[src/hdl/adc_seq_pkg.sv]
/*
  Shared constants and types for the converter autoscan sequencer.
  Assumes a single system clock; all sequencing runs on machine-cycle ticks.
*/
package adc_seq_pkg;

  localparam int unsigned NUM_CH      = 8;   // analog inputs
  localparam int unsigned CH_W        = 3;   // channel index width
  localparam int unsigned RES_W       = 10;  // conversion result width
  localparam int unsigned LOW_W       = 8;   // low result byte width
  localparam int unsigned HIGH_W      = 2;   // upper result bits held in latch
  localparam int unsigned PRE_W       = 2;   // prescaler select width
  localparam int unsigned MC_DIV_DEF  = 12;  // system clocks per machine cycle
  localparam int unsigned SAMPLE_BITS = 2;   // sample period in bit periods
  localparam int unsigned CONV_BITS   = 10;  // bit periods of approximation
  localparam int unsigned STORE_MC    = 1;   // machine cycles to store result
  localparam int unsigned CNT_W       = 6;   // phase counter, holds 5*8
  localparam int unsigned BIT_CNT_W   = 4;   // counts the ten bit steps
  localparam int unsigned MC_CNT_W    = 8;   // machine-cycle divider width

  // prescale divisor m = 2 * (code + 1): 00->2, 01->4, 10->6, 11->8
  localparam logic [PRE_W-1:0] PRE_RESET = 2'h0;

  typedef enum logic [2:0] {
    ST_IDLE    = 3'b000,  // no scan running
    ST_SAMPLE  = 3'b001,  // input tracked by the sample switch
    ST_CONVERT = 3'b010,  // successive approximation steps
    ST_STORE   = 3'b011,  // one machine cycle writing the result
    ST_INIT    = 3'b100   // selects the next channel before sampling
  } seq_state_t;

  // strobes toward the analog core
  typedef struct packed {
    logic [CH_W-1:0] chan;      // channel on the input multiplexer
    logic            sample;    // level: sample switch closed
    logic            bit_step;  // pulse: take the next bit decision
  } ana_ctrl_t;

endpackage

[src/hdl/adc_autoscan_sequencer.sv]
/*
  Autoscan sequencer for an eight-channel successive-approximation converter:
  prescaled timing, channel walk, start interlock and result buffering.
  Assumes all inputs are synchronous to I_CORE_CLK and that software strobes
  are one clock wide; the analog core answers with a settled result by the
  storage cycle.
*/
`timescale 1ns/100ps
module adc_autoscan_sequencer #(
  parameter int unsigned MC_DIV = adc_seq_pkg::MC_DIV_DEF  // clocks per machine cycle
) (
  input  wire logic                            I_CORE_CLK,       // system clock
  input  wire logic                            I_RESET,          // async reset, high
  input  wire logic [adc_seq_pkg::PRE_W-1:0]   I_PRESCALE_SEL,   // prescale_select_high/low
  input  wire logic                            I_CONT_SCAN,      // continuous_scan_select
  input  wire logic                            I_RISE_EN,        // rising_start_enable
  input  wire logic                            I_FALL_EN,        // falling_start_enable
  input  wire logic [adc_seq_pkg::NUM_CH-1:0]  I_CHAN_SEL,       // channel_scan_select
  input  wire logic                            I_EXT_START_PIN,  // external start pin
  input  wire logic                            I_START_WR,       // software writes start flag
  input  wire logic                            I_START_VAL,      // value written to start flag
  input  wire logic                            I_DONE_CLR,       // software clears done flag
  input  wire logic                            I_RES_RD,         // read of a low result byte
  input  wire logic [adc_seq_pkg::CH_W-1:0]    I_RES_IDX,        // which low byte is read
  input  wire logic [adc_seq_pkg::RES_W-1:0]   I_ANA_RESULT,     // result from analog core
  output logic                                 O_START_STATUS,   // effective start flag
  output logic                                 O_SCAN_DONE,      // scan-done flag
  output logic [adc_seq_pkg::LOW_W-1:0]        O_RES_LOW,        // low result byte
  output logic [adc_seq_pkg::LOW_W-1:0]        O_RES_HIGH,       // high result register
  output adc_seq_pkg::ana_ctrl_t               O_ANA             // strobes to analog core
);

  // elaboration-time check of the machine-cycle divider
  if (MC_DIV < 1 || MC_DIV > 255) begin : g_bad_div
    $error("MC_DIV must lie in 1..255");
  end

  adc_seq_pkg::seq_state_t              state_r;
  logic [adc_seq_pkg::MC_CNT_W-1:0]     mc_cnt_r;
  logic                                 mc_tick;
  logic [1:0]                           pre_cnt_r;
  logic [1:0]                           half_m;
  logic [adc_seq_pkg::CNT_W-1:0]        m_cyc;
  logic                                 adc_tick;
  logic [adc_seq_pkg::CNT_W-1:0]        cnt_r;
  logic [1:0]                           sub_r;
  logic [adc_seq_pkg::CH_W-1:0]         ch_r;
  logic [adc_seq_pkg::NUM_CH-1:0]       sel_r;
  logic                                 start_r;
  logic                                 pend_r;
  logic                                 done_r;
  logic                                 pin_q_r;
  logic                                 pin_edge;
  logic                                 sw_set;
  logic                                 set_req;
  logic                                 phase_end;
  logic                                 store_end;
  logic                                 has_next;
  logic [adc_seq_pkg::CH_W-1:0]         next_ch;
  logic [adc_seq_pkg::CH_W-1:0]         first_ch;
  logic                                 loop_last;
  logic                                 restart;
  logic                                 rd_q_r;
  logic [adc_seq_pkg::RES_W-1:0]        rdata;
  logic [adc_seq_pkg::HIGH_W-1:0]       high_r;

  // machine-cycle tick from the system clock
  always_ff @(posedge I_CORE_CLK or posedge I_RESET) begin
    if (I_RESET) begin
      mc_cnt_r <= 8'h00;
    end else if (mc_cnt_r == adc_seq_pkg::MC_CNT_W'(MC_DIV - 1)) begin
      mc_cnt_r <= 8'h00;
    end else begin
      mc_cnt_r <= mc_cnt_r + 8'h01;
    end
  end
  assign mc_tick = (mc_cnt_r == adc_seq_pkg::MC_CNT_W'(MC_DIV - 1));

  // bit period is m/2 machine cycles, so half_m equals the code, one less than m/2
  assign half_m = I_PRESCALE_SEL;
  assign m_cyc  = {3'h0, I_PRESCALE_SEL, 1'b0} + 6'h02;

  // free-running divided converter clock; the start phase against it
  // gives the m/2 spread in start latency
  always_ff @(posedge I_CORE_CLK or posedge I_RESET) begin
    if (I_RESET) begin
      pre_cnt_r <= 2'h0;
    end else if (mc_tick) begin
      pre_cnt_r <= (pre_cnt_r >= half_m) ? 2'h0 : pre_cnt_r + 2'h1;
    end
  end
  assign adc_tick = mc_tick && (pre_cnt_r >= half_m);

  // pin is synchronous; edge found against the previous sample
  always_ff @(posedge I_CORE_CLK or posedge I_RESET) begin
    if (I_RESET) begin
      pin_q_r <= 1'b0;
    end else begin
      pin_q_r <= I_EXT_START_PIN;
    end
  end
  assign pin_edge = (I_RISE_EN && I_EXT_START_PIN && !pin_q_r) ||
                    (I_FALL_EN && !I_EXT_START_PIN && pin_q_r);
  assign sw_set   = I_START_WR && I_START_VAL;
  assign set_req  = sw_set || pin_edge || pend_r;

  // first and next selected channel searches
  always_comb begin
    first_ch = '0;
    for (int i = adc_seq_pkg::NUM_CH - 1; i >= 0; i--) begin
      if (I_CHAN_SEL[i]) begin
        first_ch = adc_seq_pkg::CH_W'(i);
      end
    end
  end

  always_comb begin
    has_next = 1'b0;
    next_ch  = ch_r;
    for (int i = adc_seq_pkg::NUM_CH - 1; i >= 0; i--) begin
      if (sel_r[i] && (adc_seq_pkg::CH_W'(i) > ch_r)) begin
        has_next = 1'b1;
        next_ch  = adc_seq_pkg::CH_W'(i);
      end
    end
  end

  assign loop_last = !has_next;
  assign store_end = (state_r == adc_seq_pkg::ST_STORE) && mc_tick;
  // a restart takes the live selection, so a write during a loop waits for the next one
  assign restart   = store_end && loop_last && I_CONT_SCAN && (I_CHAN_SEL != '0);

  // start/status flag and the request held while done is set
  always_ff @(posedge I_CORE_CLK or posedge I_RESET) begin
    if (I_RESET) begin
      start_r <= 1'b0;
      pend_r  <= 1'b0;
    end else if (I_START_WR && !I_START_VAL) begin
      start_r <= 1'b0;
      pend_r  <= 1'b0;
    end else if (!start_r) begin
      if (set_req && done_r) begin
        pend_r  <= 1'b1;
      end else if (set_req && (I_CHAN_SEL != '0)) begin
        start_r <= 1'b1;
        pend_r  <= 1'b0;
      end
    end else if (store_end && loop_last && !restart) begin
      start_r <= 1'b0;
    end
  end

  // scan-done flag: a store in the clearing cycle wins over the clear
  always_ff @(posedge I_CORE_CLK or posedge I_RESET) begin
    if (I_RESET) begin
      done_r <= 1'b0;
    end else if (store_end && loop_last && start_r) begin
      done_r <= 1'b1;
    end else if (I_DONE_CLR) begin
      done_r <= 1'b0;
    end
  end

  // phase length in machine cycles for the current state
  always_comb begin
    phase_end = 1'b0;
    unique case (state_r)
      adc_seq_pkg::ST_SAMPLE:  phase_end = (cnt_r == m_cyc - 6'h01);
      adc_seq_pkg::ST_CONVERT: phase_end = (cnt_r == 6'((m_cyc * 5) - 1));
      adc_seq_pkg::ST_STORE:   phase_end = 1'b1;
      adc_seq_pkg::ST_INIT:    phase_end = (cnt_r == m_cyc - 6'h02);
      default:                 phase_end = 1'b0;
    endcase
  end

  // an abort drops straight to idle with no store, so a cut conversion never
  // overwrites the buffer word of its channel
  // sequence walk; every conversion runs inside a loop
  always_ff @(posedge I_CORE_CLK or posedge I_RESET) begin
    if (I_RESET) begin
      state_r <= adc_seq_pkg::ST_IDLE;
      cnt_r   <= 6'h00;
      ch_r    <= 3'h0;
      sel_r   <= 8'h00;
    end else if (!start_r) begin
      state_r <= adc_seq_pkg::ST_IDLE;
      cnt_r   <= 6'h00;
    end else if (state_r == adc_seq_pkg::ST_IDLE) begin
      if (adc_tick) begin
        state_r <= adc_seq_pkg::ST_SAMPLE;
        cnt_r   <= 6'h00;
        sel_r   <= I_CHAN_SEL;
        ch_r    <= first_ch;
      end
    end else if (mc_tick) begin
      if (!phase_end) begin
        cnt_r <= cnt_r + 6'h01;
      end else begin
        cnt_r <= 6'h00;
        unique case (state_r)
          adc_seq_pkg::ST_SAMPLE:  state_r <= adc_seq_pkg::ST_CONVERT;
          adc_seq_pkg::ST_CONVERT: state_r <= adc_seq_pkg::ST_STORE;
          adc_seq_pkg::ST_STORE: begin
            if (has_next) begin
              state_r <= adc_seq_pkg::ST_INIT;
              ch_r    <= next_ch;
            end else if (restart) begin
              state_r <= adc_seq_pkg::ST_INIT;
              sel_r   <= I_CHAN_SEL;
              ch_r    <= first_ch;
            end else begin
              state_r <= adc_seq_pkg::ST_IDLE;
            end
          end
          adc_seq_pkg::ST_INIT:    state_r <= adc_seq_pkg::ST_SAMPLE;
          default:                 state_r <= adc_seq_pkg::ST_IDLE;
        endcase
      end
    end
  end

  // bit-step divider: one decision per m/2 machine cycles
  always_ff @(posedge I_CORE_CLK or posedge I_RESET) begin
    if (I_RESET) begin
      sub_r <= 2'h0;
    end else if (state_r != adc_seq_pkg::ST_CONVERT) begin
      sub_r <= 2'h0;
    end else if (mc_tick) begin
      sub_r <= (sub_r >= half_m) ? 2'h0 : sub_r + 2'h1;
    end
  end

  // strobes to the core; sample is held for the whole sample period
  always_ff @(posedge I_CORE_CLK or posedge I_RESET) begin
    if (I_RESET) begin
      O_ANA <= '0;
    end else begin
      O_ANA.chan     <= ch_r;
      O_ANA.sample   <= (state_r == adc_seq_pkg::ST_SAMPLE) && start_r;
      O_ANA.bit_step <= (state_r == adc_seq_pkg::ST_CONVERT) && start_r &&
                        mc_tick && (sub_r >= half_m);
    end
  end

  // result buffer, written at the end of the storage cycle
  adc_result_mem #(
    .DEPTH (adc_seq_pkg::NUM_CH),
    .AW    (adc_seq_pkg::CH_W),
    .DW    (adc_seq_pkg::RES_W)
  ) u_mem (
    .i_clk   (I_CORE_CLK),
    .i_we    (store_end && start_r),
    .i_waddr (ch_r),
    .i_wdata (I_ANA_RESULT),
    .i_re    (I_RES_RD),
    .i_raddr (I_RES_IDX),
    .o_rdata (rdata)
  );

  // low byte and upper-bit latch taken together, so a later high read
  // always matches the low byte just read
  always_ff @(posedge I_CORE_CLK or posedge I_RESET) begin
    if (I_RESET) begin
      rd_q_r    <= 1'b0;
      O_RES_LOW <= 8'h00;
      high_r    <= 2'h0;
    end else begin
      rd_q_r <= I_RES_RD;
      if (rd_q_r) begin
        O_RES_LOW <= rdata[adc_seq_pkg::LOW_W-1:0];
        high_r    <= rdata[adc_seq_pkg::RES_W-1:adc_seq_pkg::LOW_W];
      end
    end
  end

  assign O_RES_HIGH     = {6'h00, high_r};
  assign O_START_STATUS = start_r;
  assign O_SCAN_DONE    = done_r;

endmodule

[src/hdl/adc_result_mem.sv]
/*
  Result buffer: one word per channel, written at the storage cycle.
  Read data leave through a register one clock after the read request.
  Contents are not reset, as the result registers are undefined after reset.
*/
`timescale 1ns/100ps
module adc_result_mem #(
  parameter int unsigned DEPTH = 8,
  parameter int unsigned AW    = 3,
  parameter int unsigned DW    = 10
) (
  input  wire logic          i_clk,    // system clock
  input  wire logic          i_we,     // write strobe
  input  wire logic [AW-1:0] i_waddr,  // write channel
  input  wire logic [DW-1:0] i_wdata,  // result to keep
  input  wire logic          i_re,     // read strobe
  input  wire logic [AW-1:0] i_raddr,  // read channel
  output logic      [DW-1:0] o_rdata   // registered read data
);

  // the write and read addresses must be wide enough to reach every word
  if (DEPTH < 1 || DEPTH > (1 << AW)) begin : g_bad_depth
    $error("DEPTH must lie in 1..2**AW");
  end

  logic [DW-1:0] mem_r [DEPTH];

  // plain array write, no reset so it maps onto a small RAM
  always_ff @(posedge i_clk) begin
    if (i_we) begin
      mem_r[i_waddr] <= i_wdata;
    end
  end

  // registered read port
  always_ff @(posedge i_clk) begin
    if (i_re) begin
      o_rdata <= mem_r[i_raddr];
    end
  end

endmodule

[config.mk]
export PLATFORM = sky130hd
export DESIGN_NAME = adc_autoscan_sequencer
export DESIGN_NICKNAME = d
export VERILOG_FILES = /design/src/hdl/adc_seq_pkg.sv /design/src/hdl/adc_autoscan_sequencer.sv /design/src/hdl/adc_result_mem.sv
export SDC_FILE = /design/constraint.sdc
export NUM_CORES = 1
export LEC_CHECK = 0
export BUFFER_PORTS_ARGS = -buffer_cell sky130_fd_sc_hd__buf_4
export CORE_UTILIZATION = 47
export DETAILED_ROUTE_END_ITERATION = 8
export HOLD_SLACK_MARGIN = 0.15
export PLACE_DENSITY = 0.7
export RECOVER_POWER = 100
export SLEW_MARGIN = 15
export SYNTH_ARGS = -nofsm -noshare
export SYNTH_HDL_FRONTEND = slang
export SYNTH_SLANG_ARGS = --single-unit
[constraint.sdc]
create_clock -name I_CORE_CLK -period 6.5 [get_ports I_CORE_CLK]
set_clock_uncertainty 0.1 [all_clocks]
set_input_delay 0.325 -clock I_CORE_CLK [delete_from_list [all_inputs] [get_ports I_CORE_CLK]]
set_output_delay 0.325 -clock I_CORE_CLK [all_outputs]
set_load 0.02 [all_outputs]
======== Word-level counts from Yosys, hierarchy flattened ========
Memory sizes are Yosys's and may differ from the RTL's. A register that Yosys moved wholly into a read port is not among the register bits.
Cells that the tools add are included.
word-level totals
  register bits ........................... 52
  input port bits ......................... 33
  bits in writable memories ............... 80
  memories ................................ 1
operators by class
  add/subtract/negate cells ............... 8
  reductions and logical operators ........ 51
  $mul .................................... 1
  eq/ne operators ......................... 16
  magnitude comparators ................... 10
  mux-type cells .......................... 70
memories
  name         words  width  rd ports  clocked after memory_dff  wr ports  RTL line              RTL
  u_mem.mem_r  8      10     1         1                         1         adc_result_mem.sv:26  logic [DW-1:0] mem_r [DEPTH];
operator list
  kind                                               count
  two-way mux 3 bit                                  30
  two-way mux 8 bit                                  8
  two-way mux 6 bit                                  5
  logical AND 1 bit                                  28
  two-way mux 1 bit                                  21
  == test 6 bit                                      3
  AND reduction 7 bit                                2
  > comparator 3 bit, first input constant           4
  one-hot mux 3 bit (4 select lines)                 1
  nonzero test 2 bit                                 6
  != test 10 x 1 -> 1 bit, second input constant     1
  adder 8 x 1 -> 8 bit, second input constant        1
  == test 8 x 4 -> 1 bit, second input constant      1
  two-way mux 2 bit                                  4
  nonzero test 8 bit                                 1
  adder 6 x 1 -> 6 bit, second input constant        1
  == test 3 x 2 -> 1 bit, second input constant      2
  > comparator 1 x 3 -> 1 bit, first input constant  2
  > comparator 2 x 3 -> 1 bit, first input constant  2
  multiplier 4 x 3 -> 6 bit, second input constant   1
  != test 3 x 2 -> 1 bit, second input constant      2
  nonzero test 3 bit                                 2
  subtractor 6 x 1 -> 6 bit, second input constant   1
  logical NOT 1 bit                                  5
  other kinds (16)                                   22

======== Depth between registers and ports, before layout ========
  depth after elaboration ................. 21
  gate-level depth with buffers ........... 9

======== Hierarchy ========
A second synthesis with hierarchy kept.
unflattened totals
  cells, all modules ...................... 410
  area, all modules ....................... 6263.5 µm²
by module, submodules not included
  module                  seq. area each (µm²)  times used  area each (µm²)  cells each
  adc_result_mem          2702.6                1           3433.3           138
  adc_autoscan_sequencer  1276.2                1           2830.2           272

======== Worst setup path before layout ========
OpenSTA, ideal clock, no wires.
  kind .................................... register to register
  start point ............................. register mc_cnt_r[5] (netlist bit)
  end point ............................... memory u_mem.mem_r[0][0], enable pin
  library setup time ...................... 0.390 ns
  data required time ...................... 6.010 ns
  path slack .............................. 3.251 ns
  period minus slack after synthesis ...... 3.249 ns
  path buffers ............................ 0
  arrival time ............................ 2.759 ns
  cell stages (with the launch flop) ...... 6
  cells stage by stage .................... dfrtp_1 -> or4_4 -> or3_1 -> a211o_1 -> or3_1 -> nor3_1
between the ends
  word-level cells in the longest chain between the ends .. 5
RTL lines
  item                                     RTL line                       RTL
  start, declared                          adc_autoscan_sequencer.sv:39   logic [adc_seq_pkg::MC_CNT_W-1:0] mc_cnt_r;
  start signal, assigned                   adc_autoscan_sequencer.sv:74   mc_cnt_r <= mc_cnt_r + 8'h01;
  == test 8 x 4 -> 1 bit                   adc_autoscan_sequencer.sv:77   assign mc_tick = (mc_cnt_r == adc_seq_pkg::MC_CNT_W'(MC_DIV - 1));
  logical AND 1 bit                        adc_autoscan_sequencer.sv:129  assign store_end = (state_r == adc_seq_pkg::ST_STORE) && mc_tick;
  logical AND 1 bit                        adc_autoscan_sequencer.sv:252  .i_we (store_end && start_r),
  two-way mux 1 bit                        adc_result_mem.sv:30           if (i_we) begin
  two-way mux 1 bit (not written as such)  adc_result_mem.sv:31           mem_r[i_waddr] <= i_wdata;
  end, declared                            adc_result_mem.sv:26
No other way between the ends.

======== Final worst setup path ========
  start point ............................. register mc_cnt_r[5] (netlist bit)
  end point ............................... memory u_mem.mem_r[4][1], enable pin
The elaborated chain is that of the path after synthesis.

==> results_dict.tcl <==
set metrics [dict create \
    crit_family "simple AND/OR/NAND/NOR gates" \
    endpoint_kind "flop" \
    worst_setup_path_start_kind "flop" \
    yosys.area_share.simple_pct 8.79 \
    fin_crit_sh_pct 55.1 \
    ys_seq_area_share_pct 64.7 \
    crit_chain "or4_1 -> or3_1 -> a211o_1 -> or3_1 -> nor2_1" \
    layout_setup_ws_ns 2.92 \
    synth_top_area_share_pct 43.9 \
    layout_min_cycle_time_ns 3.58 \
    synth_cells 415 \
    synth_mux_area_share_pct 13.8 \
    cpPeakStageDelay_ns 0.76 \
    wirelength_um 11900 \
    timing.rr.end "u_mem.mem_r[4][1]" \
    max-vdd-ir-drop_mv 0.182 \
    nFillCells 1013 \
    dieArea_mm2 0.0135 \
    cts-root-buf "clkbuf_16" \
    overflow 0 \
    cts_made_buffers 17 \
    tightest_slew_ns 2.83 \
    final_cell_area_mm2 0.00741 \
    area.growth.synth_to_final_pct 20.4 \
    hp-start "I_CHAN_SEL[0]" \
    synth.largest_area_cell "edfxtp_1" \
    rr_startpoint "mc_cnt_r[5]" \
    post_cts_buffers 0 \
    p_leak_nw 2.77 \
    violations "max-capacitance violations, max-slew violations" \
    die_y_um 116 \
    cts_tree "built" \
    vias 3676 \
    fin_tns_setup_ns 0 \
    worst-path-buf-inv 0 \
    yosys.area_share.adder_pct 2.24 \
    cts.sinks 141 \
    antenna_cells 0 \
    cpMaxStageDelayCell "nor2_1" \
    yosysWarnings 0 \
    path_clk_slew_ns 0.06 \
    place.gp.congestion 0.821 \
    rsz0062_at_grt "no" \
    synth_flop_cell "edfxtp_1" \
    grt_pass1_vias 3716 \
    synth_cell_types 52 \
    maxCapViolations 2 \
    wire_per_inst_um 17.5 \
    r2r_cells 5 \
    final_common_cell "edfxtp_1" \
    utilization_pct 58.4 \
    dp_cells 625 \
    start_util_pct 48.5 \
    hold_class "primary input to flop" \
    finalPower_mw 2.33 \
    grt_usage_pct 19.5 \
    synth_top_family_by_area "multiplexers" \
    numPortBuffers 49 \
    status "finished with violations" \
    rows 41 \
    drtIter0Drc 230 \
    htree_levels 4 \
    ys_ff_latch 141 \
    cp_max_fo 11 \
    vias_per_cell 5.40 \
    grt_max_degree 52 \
    worstSetupPathType "flop to flop" \
    crit_required_ns 6.43 \
    finalSetupViolations 0 \
    maxSlewViolCount 73 \
    async_reset_ff_share_pct 36.2 \
    grt_pass1_wl_um 19000 \
    placed_area_mm2 0.00666 \
    drive_gt1_share_pct 19.3 \
    first_pass_iters 4 \
    layout_common_cells "edfxtp_1 (90), dfrtp_1 (51), clkbuf_1 (36)" \
    relSlewSlack_pct -88.7 \
    crit_arrival_ns 3.52 \
    synth_edf_count 90 \
    antenna_found_initial 0 \
    synth_xor_xnor_area_share_pct 1.57 \
    dp_hpwl_um 7880 \
    ios 56 \
    insertion_delay_ns 0.42 \
    nNetsFinal 540 \
    hold_violations 0 \
    post-place-ws_ns 2.94 \
    rrSetupSlack_ns 2.92 \
    synth_area_leaders "edfxtp_1 (44%), dfrtp_1 (21%), mux4_2 (7.3%), mux2_2 (5.5%), ha_1 (2.2%)" \
    final_cells 681 \
    cts_buffer_depth 2 \
    drc 0 \
    core_region_area_mm2 0.0127 \
    crit_top_cell "or3_1" \
    syn_area_per_cell_um2 14.8 \
    chipWidth_um 116 \
    synth_area_mm2 0.00615 \
    fmax_ghz 0.279 \
    min_delay_worst_endpoint "ch_r[1]" \
    antenna_left 0 \
    synth_compound_gate_area_share_pct 6.20 \
    p_per_area_mw_per_mm2 314 \
    hold_depth 4 \
    hold_ws_ns 0.231 \
]
[worst min-delay path: stages]
cell	delay [ns]
buf_4	0.09
nor3_1	0.05
mux2i_1	0.15
mux2i_1	0.09
[cell usage after synthesis (9+ instances only)]
library cell / n
a21oi_1: 14
dfrtp_1: 51
edfxtp_1: 90
ha_1: 11
inv_1: 14
mux2_2: 30
mux4_2: 20
nand2_1: 24
nand2b_1: 9
nand3_1: 15
nor2_1: 19
o21ai_0: 22
xnor2_1: 10
[cell families after synthesis]
kind of cell | Yosys count
AOI/OAI and AO/OA | 60
xor gates and xnor gates | 11
adders and majority gates | 11
buffers and inverters | 33
DFF | 141
muxes | 56
other | 1
and+or+nand+nor | 102
[layer usage]
layer | GRT usage [%] | part of all wire [%]
met1 | 23.5 | 43
met3 | 5.40 | 3.5
met4 | 7.95 | 1.3
met2 | 33.2 | 53
met5 | 0 | 0
[final cells by class]
class                           count  area, um^2  area share (%)
Timing Repair Buffer               76         503            6.79
Tap cell                          172         215            2.91
Clock inverter                     13         236            3.19
Clock buffer                       19         433            5.85
Multi-Input combinational cell    246        1990            26.8
Inverter                           14        52.6           0.710
Sequential cell                   141        3980            53.7
[where the power goes]
group | switching, mW | internal (mW)
registers | 0.0348 | 0.994
clock network | 0.367 | 0.723
logic | 0.116 | 0.0932
[worst max path at each step]
stage | startpoint | to | depth (start not counted) | slack [ns]
floorplan | mc_cnt_r[5] | u_mem.mem_r[0][0] | 5 | 3.25
global placement | mc_cnt_r[5] | u_mem.mem_r[4][2] | 5 | 3.03
detailed placement | mc_cnt_r[5] | u_mem.mem_r[4][2] | 5 | 2.94
CTS | mc_cnt_r[5] | u_mem.mem_r[4][5] | 5 | 2.87
global route | I_RESET | O_ANA[2] | 4 | 2.59
finish | mc_cnt_r[5] | u_mem.mem_r[4][1] | 5 | 2.92
[state kept, by name, indices dropped and copies added (netlist names)]
name / cells
cnt_r: 6
rd_q_r: 1
ch_r: 3
state_r: 3
sel_r: 7
O_ANA: 5
pend_r: 1
O_SCAN_DONE: 1
O_RES_LOW: 8
u_mem.o_rdata: 10
pre_cnt_r: 2
u_mem.mem_r: 80
sub_r: 2
O_START_STATUS: 1
high_r: 2
mc_cnt_r: 8
pin_q_r: 1
[what timing repair did]
item,in CTS,in global routing
resized for setup,0,0
hold endpoints to repair,153,0
setup endpoints to repair,0,0
hold buffers,24,0
(Power assumes the default switching activity.)
